`src/rfm_pkg.sv`:
```
// constants, register map and carrier types of the receive fec link status monitor
package rfm_pkg;
	localparam int          LANES        = 1;
	localparam int          AXI_AW       = 16;
	// register indices; byte address is four times the index
	localparam logic [13:0] IDX_REV      = 14'h0D00;
	localparam logic [13:0] IDX_ID0      = 14'h0D01;
	localparam logic [13:0] IDX_ID1      = 14'h0D02;
	localparam logic [13:0] IDX_ID2      = 14'h0D03;
	localparam logic [13:0] IDX_CTRL     = 14'h0D04;
	localparam logic [13:0] IDX_ALIGN    = 14'h0D05;
	localparam logic [13:0] IDX_FIXED    = 14'h0D06;
	localparam logic [13:0] IDX_UNFIXED  = 14'h0D07;
	localparam logic [13:0] IDX_CLKLOCK  = 14'h0321;
	localparam logic [13:0] IDX_FRMERR   = 14'h0323;
	localparam logic [13:0] IDX_FRMCLR   = 14'h0324;
	localparam logic [13:0] IDX_PCSALIGN = 14'h0326;
	localparam logic [13:0] IDX_FAULT    = 14'h0308;
	localparam logic [13:0] IDX_FLAGSEL  = 14'h0330;
	localparam logic [13:0] IDX_FLAGVAL  = 14'h0331;
	localparam logic [13:0] IDX_CFG      = 14'h0332;
	localparam logic [13:0] IDX_IRQSTAT  = 14'h0340;
	localparam logic [13:0] IDX_IRQMASK  = 14'h0341;
	// identity words; values are arbitrary
	localparam logic [31:0] REV_ID       = 32'h0000_0001;
	localparam logic [31:0] IDENT0       = 32'h1111_1111;
	localparam logic [31:0] IDENT1       = 32'h2222_2222;
	localparam logic [31:0] IDENT2       = 32'h3333_3333;
	// field positions
	localparam int          B_BYPASS     = 0;
	localparam int          B_RESYNC     = 4;
	localparam int          B_LOCK       = 0;
	localparam int          B_CLR        = 0;
	localparam int          B_LFEN       = 0;
	localparam int          B_ALIGNED    = 0;
	localparam int          B_LFAULT     = 0;
	localparam int          B_FSEL       = 0;
	localparam int          IRQ_LOS      = 0;
	localparam int          IRQ_AMLOST   = 1;
	localparam int          IRQ_UNFIX    = 2;
	localparam int          IRQ_CRC      = 3;
	localparam int          IRQ_W        = 4;
	// reset values
	localparam logic [31:0] RST_ZERO     = 32'h0000_0000;
	localparam logic [31:0] CNT_MAX      = 32'hFFFF_FFFF;
	localparam logic        RST_LFEN     = 1'h1;
	localparam logic [1:0]  RESP_OK      = 2'h0;
	localparam logic [1:0]  RESP_SLVERR  = 2'h2;
	// receive soft reset pulse length
	localparam int          CLK_PERIOD_NS = 10;
	localparam int          SOFT_RST_NS   = 100;
	localparam int          SOFT_RST_CYC  = (SOFT_RST_NS + CLK_PERIOD_NS - 1) / CLK_PERIOD_NS;
	localparam logic [7:0]  SOFT_RST_LEN  = 8'(SOFT_RST_CYC < 1 ? 1 : SOFT_RST_CYC);
	// 66-bit block: sync header, block type, eight error characters
	localparam logic [65:0] ERR_BLK = {{8{7'h1E}}, 8'h1E, 2'h2};

	typedef struct packed {
		logic [65:0] blk;
		logic        last;
		logic        err;
	} rfm_blk_t;
endpackage : rfm_pkg

```
`src/rfm_tx_err_ins.sv`:
```
// transmit stage that swaps a flagged packet's closing block for the error block
`timescale 1ns/1ps
module rfm_tx_err_ins (
	input  wire logic            clk,
	input  wire logic            rst,
	input  wire logic            in_valid,
	output logic                 in_ready,
	input  wire rfm_pkg::rfm_blk_t in_blk,
	output logic                 out_valid,
	input  wire logic            out_ready,
	output rfm_pkg::rfm_blk_t    out_blk
);
	logic              out_valid_q;
	rfm_pkg::rfm_blk_t out_q;

	// single register stage: taking only when empty keeps ready a flop at half rate
	assign in_ready  = !out_valid_q;
	assign out_valid = out_valid_q;
	assign out_blk   = out_q;

	always_ff @(posedge clk or posedge rst)
	begin
		if (rst)
		begin
			out_valid_q <= 1'b0;
			out_q       <= '0;
		end
		else if (in_valid && !out_valid_q)
		begin
			out_valid_q <= 1'b1;
			out_q       <= in_blk;
			if (in_blk.last && in_blk.err)
				out_q.blk <= rfm_pkg::ERR_BLK; // [RQ17]
		end
		else if (out_ready)
			out_valid_q <= 1'b0;
	end

	a_err_blk_out: assert property (@(posedge clk) disable iff (rst)
		in_valid && in_ready && in_blk.last && in_blk.err |=> out_valid && out_blk.blk == rfm_pkg::ERR_BLK)
		else $error("flagged end block not replaced"); // [RQ17]
	a_clean_pass: assert property (@(posedge clk) disable iff (rst)
		in_valid && in_ready && !in_blk.err |=> out_blk.blk == $past(in_blk.blk))
		else $error("clean block altered"); // [RQ17]
endmodule : rfm_tx_err_ins

```
`src/rfm_rx_err_det.sv`:
```
// receive check that flags a frame holding an error block or a block with its err flag set
`timescale 1ns/1ps
module rfm_rx_err_det (
	input  wire logic            clk,
	input  wire logic            rst,
	input  wire logic            in_valid,
	input  wire rfm_pkg::rfm_blk_t in_blk,
	output logic                 crc_err
);
	logic corrupt_q;
	logic crc_err_q;
	logic hit;

	assign hit     = in_blk.err || (in_blk.blk == rfm_pkg::ERR_BLK);
	assign crc_err = crc_err_q;

	always_ff @(posedge clk or posedge rst)
	begin
		if (rst)
		begin
			corrupt_q <= 1'b0;
			crc_err_q <= 1'b0;
		end
		else
		begin
			crc_err_q <= in_valid && in_blk.last && (corrupt_q || hit); // [RQ18]
			if (in_valid)
				corrupt_q <= !in_blk.last && (corrupt_q || hit);
		end
	end

	a_crc_on_eblk: assert property (@(posedge clk) disable iff (rst)
		in_valid && in_blk.last && in_blk.blk == rfm_pkg::ERR_BLK |=> crc_err)
		else $error("error block frame not reported"); // [RQ18]
endmodule : rfm_rx_err_det

```
`src/rfm_link_monitor.sv`:
```
// top of the receive fec link status monitor: register bank, link state and stream stages
// Function
// [RQ1] bypass bit stops fec correction while the decoder stays in the path
// [RQ2] writing one to resync bit restarts marker sync, then the bit self-clears
// [RQ3] alignment status bit 0 reads marker lock; other bits read zero
// [RQ4] 32-bit corrected codeword count saturates and clears when read
// [RQ5] 32-bit uncorrected codeword count saturates and clears when read
// [RQ6] writing one then zero to frame error clear restarts tally from zero
// [RQ7] after a clear the tally reads zero while every lane holds word lock
// [RQ8] clock lock register has one bit per lane, high while that lane locked
// [RQ9] pma flag value shows tx or rx fifo flags chosen by flag select
// [RQ10] loss of signal drops the receive pcs ready output
// [RQ11] loss of signal leaves the transmit path untouched
// [RQ12] pcs aligned status bit 0 follows the receive pcs ready output
// [RQ13] with link fault enabled, loss of signal raises local fault
// [RQ14] link fault register bit 0 mirrors the local fault output
// [RQ15] loss of signal starts the receive soft reset pulse
// [RQ16] client flags an error in the same cycle as packet end
// [RQ17] a flagged packet's end block goes out as the error block
// [RQ18] receive side reports a frame with an error block as crc error
// [RQ19] reserved bits read zero and ignore writes
//
// The implementer's own choice: register access over AXI4-Lite.
`timescale 1ns/1ps
module rfm_link_monitor (
	input  wire logic                 CLK,
	input  wire logic                 SYS_RST,
	input  wire logic                 S_AXI_AWVALID,
	output logic                      S_AXI_AWREADY,
	input  wire logic [15:0]          S_AXI_AWADDR,
	input  wire logic                 S_AXI_WVALID,
	output logic                      S_AXI_WREADY,
	input  wire logic [31:0]          S_AXI_WDATA,
	input  wire logic [3:0]           S_AXI_WSTRB,
	output logic                      S_AXI_BVALID,
	input  wire logic                 S_AXI_BREADY,
	output logic [1:0]                S_AXI_BRESP,
	input  wire logic                 S_AXI_ARVALID,
	output logic                      S_AXI_ARREADY,
	input  wire logic [15:0]          S_AXI_ARADDR,
	output logic                      S_AXI_RVALID,
	input  wire logic                 S_AXI_RREADY,
	output logic [31:0]               S_AXI_RDATA,
	output logic [1:0]                S_AXI_RRESP,
	input  wire logic                 RX_SIGNAL_OK,
	input  wire logic                 FEC_AM_LOCK,
	input  wire logic                 FEC_CW_FIXED,
	input  wire logic                 FEC_CW_UNFIXED,
	input  wire logic [0:0]           LANE_WORD_LOCK,
	input  wire logic [0:0]           LANE_CLOCK_LOCK,
	input  wire logic [3:0]           PMA_FIFO_FLAGS,
	output logic                      FEC_BYPASS,
	output logic                      FEC_RESYNC,
	output logic                      RX_PCS_READY,
	output logic                      LOCAL_FAULT,
	output logic                      SOFT_RX_RST,
	output logic                      IRQ,
	input  wire logic                 TX_IN_VALID,
	output logic                      TX_IN_READY,
	input  wire rfm_pkg::rfm_blk_t    TX_IN,
	output logic                      TX_OUT_VALID,
	input  wire logic                 TX_OUT_READY,
	output rfm_pkg::rfm_blk_t         TX_OUT,
	input  wire logic                 RX_IN_VALID,
	input  wire rfm_pkg::rfm_blk_t    RX_IN,
	output logic                      RX_CRC_ERR
);
	////////////////////////////////////////////////////////////////////////////////
	// register bus
	logic                      aw_hold_q;
	logic                      w_hold_q;
	logic [13:0]               aw_idx_q;
	logic [31:0]               w_data_q;
	logic [3:0]                w_strb_q;
	logic                      bvalid_q;
	logic [1:0]                bresp_q;
	logic                      rvalid_q;
	logic [31:0]               rdata_q;
	logic [1:0]                rresp_q;
	logic                      wr_go;
	logic                      rd_go;
	logic [13:0]               rd_idx;
	logic [31:0]               rd_d;
	logic                      rd_hit;
	logic                      wr_hit;

	assign S_AXI_AWREADY = !aw_hold_q && !bvalid_q;
	assign S_AXI_WREADY  = !w_hold_q && !bvalid_q;
	assign S_AXI_BVALID  = bvalid_q;
	assign S_AXI_BRESP   = bresp_q;
	assign S_AXI_ARREADY = !rvalid_q;
	assign S_AXI_RVALID  = rvalid_q;
	assign S_AXI_RDATA   = rdata_q;
	assign S_AXI_RRESP   = rresp_q;
	assign wr_go         = aw_hold_q && w_hold_q && !bvalid_q;
	assign rd_go         = S_AXI_ARVALID && !rvalid_q;
	assign rd_idx        = S_AXI_ARADDR[15:2];

	always_ff @(posedge CLK or posedge SYS_RST)
	begin
		if (SYS_RST)
		begin
			aw_hold_q <= 1'b0;
			w_hold_q  <= 1'b0;
			aw_idx_q  <= '0;
			w_data_q  <= rfm_pkg::RST_ZERO;
			w_strb_q  <= '0;
			bvalid_q  <= 1'b0;
			bresp_q   <= rfm_pkg::RESP_OK;
		end
		else
		begin
			if (S_AXI_AWVALID && S_AXI_AWREADY)
			begin
				aw_hold_q <= 1'b1;
				aw_idx_q  <= S_AXI_AWADDR[15:2];
			end
			if (S_AXI_WVALID && S_AXI_WREADY)
			begin
				w_hold_q <= 1'b1;
				w_data_q <= S_AXI_WDATA;
				w_strb_q <= S_AXI_WSTRB;
			end
			if (wr_go)
			begin
				aw_hold_q <= 1'b0;
				w_hold_q  <= 1'b0;
				bvalid_q  <= 1'b1;
				bresp_q   <= wr_hit ? rfm_pkg::RESP_OK : rfm_pkg::RESP_SLVERR;
			end
			else if (S_AXI_BREADY)
				bvalid_q <= 1'b0;
		end
	end

	always_ff @(posedge CLK or posedge SYS_RST)
	begin
		if (SYS_RST)
		begin
			rvalid_q <= 1'b0;
			rdata_q  <= rfm_pkg::RST_ZERO;
			rresp_q  <= rfm_pkg::RESP_OK;
		end
		else if (rd_go)
		begin
			rvalid_q <= 1'b1;
			rdata_q  <= rd_d;
			rresp_q  <= rd_hit ? rfm_pkg::RESP_OK : rfm_pkg::RESP_SLVERR;
		end
		else if (S_AXI_RREADY)
			rvalid_q <= 1'b0;
	end

	////////////////////////////////////////////////////////////////////////////////
	// control registers; all writable bits sit in byte lane 0
	logic                      wr_lane0;
	logic                      bypass_q;
	logic                      resync_q;
	logic                      frm_clr_q;
	logic                      flag_sel_q;
	logic                      lf_en_q;
	logic [rfm_pkg::IRQ_W-1:0] irq_mask_q;

	assign wr_lane0   = wr_go && w_strb_q[0];
	assign wr_hit     = aw_idx_q inside {rfm_pkg::IDX_REV, rfm_pkg::IDX_ID0, rfm_pkg::IDX_ID1,
		rfm_pkg::IDX_ID2, rfm_pkg::IDX_CTRL, rfm_pkg::IDX_ALIGN, rfm_pkg::IDX_FIXED,
		rfm_pkg::IDX_UNFIXED, rfm_pkg::IDX_CLKLOCK, rfm_pkg::IDX_FRMERR, rfm_pkg::IDX_FRMCLR,
		rfm_pkg::IDX_PCSALIGN, rfm_pkg::IDX_FAULT, rfm_pkg::IDX_FLAGSEL, rfm_pkg::IDX_FLAGVAL,
		rfm_pkg::IDX_CFG, rfm_pkg::IDX_IRQSTAT, rfm_pkg::IDX_IRQMASK};
	assign FEC_BYPASS = bypass_q;
	assign FEC_RESYNC = resync_q;

	always_ff @(posedge CLK or posedge SYS_RST)
	begin
		if (SYS_RST)
		begin
			bypass_q   <= 1'b0;
			resync_q   <= 1'b0;
			frm_clr_q  <= 1'b0;
			flag_sel_q <= 1'b0;
			lf_en_q    <= rfm_pkg::RST_LFEN;
			irq_mask_q <= '0;
		end
		else
		begin
			// the restart is issued by the one cycle the bit is high, so it clears next cycle
			resync_q <= 1'b0; // [RQ2]
			if (wr_lane0)
			begin
				case (aw_idx_q)
					rfm_pkg::IDX_CTRL:
					begin
						bypass_q <= w_data_q[rfm_pkg::B_BYPASS]; // [RQ1]
						resync_q <= w_data_q[rfm_pkg::B_RESYNC]; // [RQ2]
					end
					rfm_pkg::IDX_FRMCLR: frm_clr_q  <= w_data_q[rfm_pkg::B_CLR]; // [RQ6]
					rfm_pkg::IDX_FLAGSEL: flag_sel_q <= w_data_q[rfm_pkg::B_FSEL];
					rfm_pkg::IDX_CFG: lf_en_q    <= w_data_q[rfm_pkg::B_LFEN];
					rfm_pkg::IDX_IRQMASK: irq_mask_q <= w_data_q[rfm_pkg::IRQ_W-1:0];
					default: ;
				endcase
			end
		end
	end

	////////////////////////////////////////////////////////////////////////////////
	// codeword counters, saturating, cleared by a read; a count in the read cycle survives
	logic [1:0]                cnt_ev;
	logic [1:0]                cnt_rd;
	logic [31:0]               cnt_q [2];

	assign cnt_ev = {FEC_CW_UNFIXED, FEC_CW_FIXED && !bypass_q};
	assign cnt_rd = {rd_go && rd_idx == rfm_pkg::IDX_UNFIXED, rd_go && rd_idx == rfm_pkg::IDX_FIXED};

	for (genvar c = 0; c < 2; c++)
	begin : g_cnt
		always_ff @(posedge CLK or posedge SYS_RST)
		begin
			if (SYS_RST)
				cnt_q[c] <= rfm_pkg::RST_ZERO;
			else if (cnt_rd[c])
				cnt_q[c] <= {31'h0, cnt_ev[c]}; // [RQ4] [RQ5]
			else if (cnt_ev[c] && cnt_q[c] != rfm_pkg::CNT_MAX)
				cnt_q[c] <= cnt_q[c] + 32'h1; // [RQ4] [RQ5]
		end
	end

	////////////////////////////////////////////////////////////////////////////////
	// link state and loss of signal reaction; transmit stages never see these
	logic                      los;
	logic                      los_q;
	logic                      ready_q;
	logic                      fault_q;
	logic                      srst_q;
	logic [7:0]                srst_cnt_q;
	logic [rfm_pkg::LANES-1:0] frame_error_tally_q;

	assign los          = !RX_SIGNAL_OK;
	assign RX_PCS_READY = ready_q;
	assign LOCAL_FAULT  = fault_q;
	assign SOFT_RX_RST  = srst_q;

	always_ff @(posedge CLK or posedge SYS_RST)
	begin
		if (SYS_RST)
		begin
			los_q   <= 1'b0;
			ready_q <= 1'b0;
			fault_q <= 1'b0;
		end
		else
		begin
			los_q   <= los;
			ready_q <= FEC_AM_LOCK && !los && !srst_q; // [RQ10] [RQ11]
			fault_q <= lf_en_q && los; // [RQ13]
		end
	end

	always_ff @(posedge CLK or posedge SYS_RST)
	begin
		if (SYS_RST)
		begin
			srst_q     <= 1'b0;
			srst_cnt_q <= '0;
		end
		else if (los && !los_q)
		begin
			srst_q     <= 1'b1; // [RQ15]
			srst_cnt_q <= rfm_pkg::SOFT_RST_LEN;
		end
		else if (srst_cnt_q != 8'h0)
			srst_cnt_q <= srst_cnt_q - 8'h1;
		else
			srst_q <= 1'b0;
	end

	// a lane losing word lock marks the tally; the mark beats a held clear
	for (genvar l = 0; l < rfm_pkg::LANES; l++)
	begin : g_lane
		always_ff @(posedge CLK or posedge SYS_RST)
		begin
			if (SYS_RST)
				frame_error_tally_q[l] <= 1'b0;
			else if (!LANE_WORD_LOCK[l])
				frame_error_tally_q[l] <= 1'b1; // [RQ7]
			else if (frm_clr_q)
				frame_error_tally_q[l] <= 1'b0; // [RQ6]
		end
	end

	////////////////////////////////////////////////////////////////////////////////
	// interrupt status, cleared by a read; a new event in the read cycle stays set
	logic [rfm_pkg::IRQ_W-1:0] irq_ev;
	logic [rfm_pkg::IRQ_W-1:0] irq_st_q;
	logic                      irq_q;
	logic                      crc_err;
	logic                      ready_prev_q;

	assign irq_ev = {crc_err, FEC_CW_UNFIXED, ready_prev_q && !ready_q, los && !los_q};
	assign IRQ    = irq_q;

	always_ff @(posedge CLK or posedge SYS_RST)
	begin
		if (SYS_RST)
		begin
			irq_st_q     <= '0;
			irq_q        <= 1'b0;
			ready_prev_q <= 1'b0;
		end
		else
		begin
			ready_prev_q <= ready_q;
			irq_q        <= |(irq_st_q & irq_mask_q);
			if (rd_go && rd_idx == rfm_pkg::IDX_IRQSTAT)
				irq_st_q <= irq_ev;
			else
				irq_st_q <= irq_st_q | irq_ev;
		end
	end

	////////////////////////////////////////////////////////////////////////////////
	// read mux; unnamed bits stay zero
	always_comb
	begin
		rd_d   = rfm_pkg::RST_ZERO; // [RQ19]
		rd_hit = 1'b1;
		case (rd_idx)
			rfm_pkg::IDX_REV: rd_d = rfm_pkg::REV_ID;
			rfm_pkg::IDX_ID0: rd_d = rfm_pkg::IDENT0;
			rfm_pkg::IDX_ID1: rd_d = rfm_pkg::IDENT1;
			rfm_pkg::IDX_ID2: rd_d = rfm_pkg::IDENT2;
			rfm_pkg::IDX_CTRL:
			begin
				rd_d[rfm_pkg::B_BYPASS] = bypass_q;
				rd_d[rfm_pkg::B_RESYNC] = resync_q; // [RQ2]
			end
			rfm_pkg::IDX_ALIGN: rd_d[rfm_pkg::B_LOCK] = FEC_AM_LOCK; // [RQ3]
			rfm_pkg::IDX_FIXED: rd_d = cnt_q[0]; // [RQ4]
			rfm_pkg::IDX_UNFIXED: rd_d = cnt_q[1]; // [RQ5]
			rfm_pkg::IDX_CLKLOCK: rd_d[rfm_pkg::LANES-1:0] = LANE_CLOCK_LOCK; // [RQ8]
			rfm_pkg::IDX_FRMERR: rd_d[rfm_pkg::LANES-1:0] = frame_error_tally_q; // [RQ7]
			rfm_pkg::IDX_FRMCLR: rd_d[rfm_pkg::B_CLR] = frm_clr_q;
			rfm_pkg::IDX_PCSALIGN: rd_d[rfm_pkg::B_ALIGNED] = ready_q; // [RQ12]
			rfm_pkg::IDX_FAULT: rd_d[rfm_pkg::B_LFAULT] = fault_q; // [RQ14]
			rfm_pkg::IDX_FLAGSEL: rd_d[rfm_pkg::B_FSEL] = flag_sel_q;
			rfm_pkg::IDX_FLAGVAL: rd_d[1:0] = flag_sel_q ? PMA_FIFO_FLAGS[3:2] : PMA_FIFO_FLAGS[1:0]; // [RQ9]
			rfm_pkg::IDX_CFG: rd_d[rfm_pkg::B_LFEN] = lf_en_q;
			rfm_pkg::IDX_IRQSTAT: rd_d[rfm_pkg::IRQ_W-1:0] = irq_st_q;
			rfm_pkg::IDX_IRQMASK: rd_d[rfm_pkg::IRQ_W-1:0] = irq_mask_q;
			default: rd_hit = 1'b0;
		endcase
	end

	////////////////////////////////////////////////////////////////////////////////
	// stream stages
	rfm_tx_err_ins u_tx (
		.clk       (CLK),
		.rst       (SYS_RST),
		.in_valid  (TX_IN_VALID),
		.in_ready  (TX_IN_READY),
		.in_blk    (TX_IN), // [RQ16]
		.out_valid (TX_OUT_VALID),
		.out_ready (TX_OUT_READY),
		.out_blk   (TX_OUT)
	);

	rfm_rx_err_det u_rx (
		.clk      (CLK),
		.rst      (SYS_RST),
		.in_valid (RX_IN_VALID),
		.in_blk   (RX_IN),
		.crc_err  (crc_err)
	);

	assign RX_CRC_ERR = crc_err;

	////////////////////////////////////////////////////////////////////////////////
	// checks
	a_ready_drops: assert property (@(posedge CLK) disable iff (SYS_RST)
		los |=> !RX_PCS_READY) else $error("ready held through loss of signal"); // [RQ10]
	a_aligned_bit: assert property (@(posedge CLK) disable iff (SYS_RST)
		rd_go && rd_idx == rfm_pkg::IDX_PCSALIGN |=> S_AXI_RDATA == {31'h0, $past(ready_q)})
		else $error("aligned bit differs from ready"); // [RQ12]
	a_fault_set: assert property (@(posedge CLK) disable iff (SYS_RST)
		los && lf_en_q |=> LOCAL_FAULT) else $error("no local fault on loss"); // [RQ13]
	a_fault_read: assert property (@(posedge CLK) disable iff (SYS_RST)
		rd_go && rd_idx == rfm_pkg::IDX_FAULT |=> S_AXI_RDATA[0] == $past(fault_q))
		else $error("fault bit differs from output"); // [RQ14]
	a_soft_rst: assert property (@(posedge CLK) disable iff (SYS_RST)
		los && !los_q |=> SOFT_RX_RST [*8]) else $error("soft reset pulse too short"); // [RQ15]
	a_resync_pulse: assert property (@(posedge CLK) disable iff (SYS_RST)
		FEC_RESYNC |=> !FEC_RESYNC) else $error("resync bit did not clear"); // [RQ2]
	a_cnt_clear: assert property (@(posedge CLK) disable iff (SYS_RST)
		cnt_rd[0] && !cnt_ev[0] |=> cnt_q[0] == 32'h0) else $error("fixed count not cleared"); // [RQ4]
	a_cnt_sat: assert property (@(posedge CLK) disable iff (SYS_RST)
		cnt_q[1] == rfm_pkg::CNT_MAX && !cnt_rd[1] |=> cnt_q[1] == rfm_pkg::CNT_MAX)
		else $error("unfixed count wrapped"); // [RQ5]
	a_bypass_hold: assert property (@(posedge CLK) disable iff (SYS_RST)
		bypass_q && !cnt_rd[0] |=> $stable(cnt_q[0])) else $error("correction counted in bypass"); // [RQ1]
	a_frm_zero: assert property (@(posedge CLK) disable iff (SYS_RST)
		frm_clr_q && &LANE_WORD_LOCK |=> frame_error_tally_q == '0) else $error("tally not cleared"); // [RQ6] [RQ7]
	a_align_read: assert property (@(posedge CLK) disable iff (SYS_RST)
		rd_go && rd_idx == rfm_pkg::IDX_ALIGN |=> S_AXI_RDATA[31:1] == 31'h0)
		else $error("reserved align bits set"); // [RQ3] [RQ19]
endmodule : rfm_link_monitor

```
`config.mk`:
```
export PLATFORM = sky130hd
export DESIGN_NAME = rfm_link_monitor
export DESIGN_NICKNAME = d
export VERILOG_FILES = /design/src/rfm_pkg.sv /design/src/rfm_tx_err_ins.sv /design/src/rfm_rx_err_det.sv /design/src/rfm_link_monitor.sv
export SDC_FILE = /design/constraint.sdc
export NUM_CORES = 1
export LEC_CHECK = 0
export ABC_AREA = 1
export BUFFER_PORTS_ARGS = -buffer_cell sky130_fd_sc_hd__buf_4
export CAP_MARGIN = 10
export CORE_UTILIZATION = 55
export DETAILED_ROUTE_END_ITERATION = 10
export GPL_TIMING_DRIVEN = 0
export PLACE_DENSITY = 0.81
export SLEW_MARGIN = 0
export SYNTH_ARGS = -nofsm -noshare
export SYNTH_HDL_FRONTEND = slang
export SYNTH_SLANG_ARGS = --single-unit
export TNS_END_PERCENT = 1
```
`constraint.sdc`:
```
create_clock -name CLK -period 17 [get_ports CLK]
set_input_delay 5.1 -clock CLK [delete_from_list [all_inputs] [get_ports CLK]]
set_output_delay 5.1 -clock CLK [all_outputs]
set_load 0.005 [all_outputs]
```
==> results.json <==
{
  "drt_iter0_markers": 984,
  "synth_top_area_share_pct": 46.4,
  "critical_path_class": "in2reg",
  "vias_per_cell": 5.59,
  "postCtsSetupBuffers": 0,
  "vdd_drop_max_mv": 0.0788,
  "crit_path_max_fanout": 7,
  "finalClockSkew_ns": 0.00972,
  "rows": 53,
  "path_cells": "buf_4, nor2_1, nand2_1, a211oi_1, o21ai_0, nand2_1",
  "setup-violations-final": 0,
  "cp-end-kind": "flop",
  "die_h_um": 149,
  "nFillCells": 1692,
  "post-route-util_pct": 72.9,
  "n_antenna_cell": 0,
  "ctsResizeCount": 0,
  "cts_buffer_depth": 3,
  "path_clk_slew_ns": 0.06,
  "synth_simple_gate_area_share_pct": 31.4,
  "cts_sinks": 221,
  "yosysMostFrequentCell": "nand2_1",
  "dp_hpwl_um": 32300,
  "p_int_mw": 1.12,
  "nNetsFinal": 2144,
  "yosysWarnings": 0,
  "portBuffers": 305,
  "hold_path_class": "reg2reg",
  "p_leak_nw": 7.75,
  "synthAdderAreaFrac_pct": 0.422,
  "swShare_pct": 32.1,
  "synth_edf_count": 0,
  "p_switching_mw": 0.529,
  "grt_antenna_before_repair": 0,
  "drt-wirelength-per-cell_um": 18.9,
  "syn_to_final_growth_pct": 29.6,
  "netlist_instances": 1582,
  "tightest_slew_ns": 1.15,
  "clock_latency_ns": 0.54,
  "status": "finished, final reports clean",
  "max_clock_freq_mhz": 148,
  "synthMuxAreaShare_pct": 0.474,
  "synth-xor-area-share_pct": 1.70,
  "critPathLaunchType": "input pin",
  "fin_hold_ws_ns": 0.478,
  "maxCapViolCount": 0,
  "synth_compound_area_share_pct": 11.1,
  "track_usage_pct": 37.6,
  "crit_path_frequent_cell": "nand2_1",
  "chipWidth_um": 149,
  "grt_first_pass_wirelength_um": 64000,
  "yosys-top-cells-area": "dfrtp_1 (46%), nand2_1 (15%), nand3_1 (5.4%), inv_1 (5.3%), o21ai_0 (5.0%)",
  "fp.dieArea_sq_mm": 0.0222,
  "arrival_ns": 7.24,
  "fin_crit_sh_pct": 39.8,
  "holdBufCountCts": 0,
  "grt_pass1_vias": 12000,
  "slew_violations": 0,
  "crit_path_top_delay_cell": "a211oi_1",
  "drive_above_1_share_pct": 21.7,
  "syn_area_per_cell_sq_um": 7.50,
  "io_pins": 342,
  "routabilityCongestion": 0.979,
  "drc_errors": 0,
  "grt_max_degree": 123,
  "start_util_pct": 56.3,
  "yosys-top-cells-count": "nand2_1 (473), dfrtp_1 (220), inv_1 (169)",
  "yosysSeqAreaShare_pct": 46.6,
  "period_minus_slack_ns": 6.77,
  "syn-cell-area_sq_mm": 0.0119,
  "setup_tns_ns": 0,
  "synth_area_leader_cell": "dfrtp_1",
  "clock-root-buffer": "clkbuf_16",
  "synthArstFlopShare_pct": 100,
  "cts_buffers": 25,
  "cts_tree": "yes",
  "rsz0062_at_grt": "false",
  "synth_top_family_by_area": "simple AND/OR/NAND/NOR gates",
  "synth_top_flop_cell": "dfrtp_1",
  "grt.overflow.total": 0,
  "maxSlewHeadroom_pct": 22.9,
  "ant_nets": 0,
  "cts_htree_levels": 1,
  "vias": 12300,
  "wl_um": 41700,
  "firstDrtPassIters": 6,
  "powerDensity_mw_per_mm2": 107,
  "p_clk_share_pct": 33.7,
  "core_sq_mm": 0.0211,
  "finalHoldViolations": 0,
  "slowest_delay_ns": 0.98,
  "synth_seq_cells": 221,
  "seq_power_share_pct": 42.6,
  "synth_cell_types": 47,
  "comb_power_share_pct": 23.7,
  "required_ns": 17.47
}
cell usage in the layout (no fill, tap or decap), types with 5 or more instances in the layout:
master	netlist	routed
clkinv_2	0	5
inv_2	6	6
nand2_1	473	473
inv_1	169	168
buf_2	5	5
o21ai_0	119	119
o211ai_1	5	5
clkbuf_8	0	6
o22ai_1	27	27
clkbuf_1	32	37
o21ai_1	31	31
nand3_1	127	127
dfrtp_1	220	220
mux2_2	5	5
nor3_1	28	28
buf_6	8	8
a21oi_1	27	27
nand2_2	5	5
nand4_1	37	37
o2111ai_1	7	7
nor2_1	154	154
nor2_2	8	8
nor3_2	6	6
nor3b_1	6	6
o21ai_2	11	11
clkbuf_16	0	25
xor2_1	23	23
buf_4	3	308
stage by stage:
step / setup slack, ns / std cells / power [mW] / instance area (sq um)
3_5_place_dp: 9.80 / 2164 / 1.09 / 14500
5_1_grt: 10.15 / 2209 / 1.72 / 15400
3_3_place_gp: 3.32 / 2163 / 1.07 / 14500
2_1_floorplan: 5.85 / 1583 / 0.894 / 11900
6_report: 10.23 / 2209 / 1.65 / 15400
4_1_cts: 10.33 / 2209 / 1.64 / 15400
sequential cells by signal, summed over array words and instances (netlist names), 4 cells and up:
name	flops
irq_mask_q	4
cnt_q	64
w_data_q	5
irq_st_q	4
S_AXI_RDATA	32
srst_cnt_q	8
aw_idx_q	14
u_tx.out_blk	68
area by class of cell:
class | instances | area [sq um] | share of cell area, %
tap | 275 | 344 | 2.24
sequential | 221 | 5530 | 36.0
timing repair buffer | 306 | 2320 | 15.1
buffer | 54 | 308 | 2.00
clock buffer | 36 | 727 | 4.73
inverter | 177 | 679 | 4.42
multi-input combinational | 1131 | 5360 | 34.8
clock inverter | 9 | 114 | 0.740
layer usage:
| layer | up-vias | part of all wire (%) | routed length [um] | global-route usage [%] |
|---|---|---|---|---|
| met5 | - | 0 | 0 | 0 |
| met4 | 0 | 5.2 | 2150 | 18.3 |
| met3 | 118 | 7.5 | 3130 | 4.28 |
| met2 | 578 | 49 | 20500 | 64.3 |
| met1 | 5836 | 38 | 15900 | 47.3 |
| li1 | 5812 | - | - | - |
worst max-delay path: cells and delay by family:
| kind | cells | cell delay, ns |
|---|---|---|
| AO/OA/AOI/OAI | 2 | 1.37 |
| buffers and inverters | 1 | 0.12 |
| AND/OR/NAND/NOR | 3 | 0.65 |
power by group through the flow:
stage          registers [mW]  logic (mW)  clock network, mW
2_1_floorplan           0.689       0.205                  0
3_3_place_gp            0.701       0.373                  0
3_5_place_dp            0.704       0.385                  0
4_1_cts                 0.697       0.389              0.556
5_1_grt                 0.709       0.431              0.579
6_report                0.700       0.391              0.555
cells by family after synthesis:
group           after synthesis
other cells                   1
flops                       221
simple gates                861
fa+ha+maj                     4
buf+inv                     231
compound gates              236
xor+xnor                     23
mux                           5
worst paths after layout:
kind / to / slack, ns / depth (start not counted) / from
hold / removal: u_tx.out_blk[8]$_DFFE_PP0P_ / 0.48 / 2 / u_tx.out_blk[8]$_DFFE_PP0P_
setup reg to reg: cnt_q[48]$_DFFE_PP0P_ / 14.58 / 11 / cnt_q[32]$_DFFE_PP0P_
min in group asynchronous: cnt_q[51]$_DFFE_PP0P_ / 4.71 / 2 / SYS_RST
setup / recovery: S_AXI_RDATA[17]$_DFFE_PP0P_ / 10.23 / 6 / S_AXI_ARADDR[5]
max in group asynchronous: aw_idx_q[10]$_DFFE_PP0P_ / 11.32 / 3 / SYS_RST
hold reg to reg: u_tx.out_blk[8]$_DFFE_PP0P_ / 0.48 / 2 / u_tx.out_blk[8]$_DFFE_PP0P_
(Power assumes the default switching activity.)
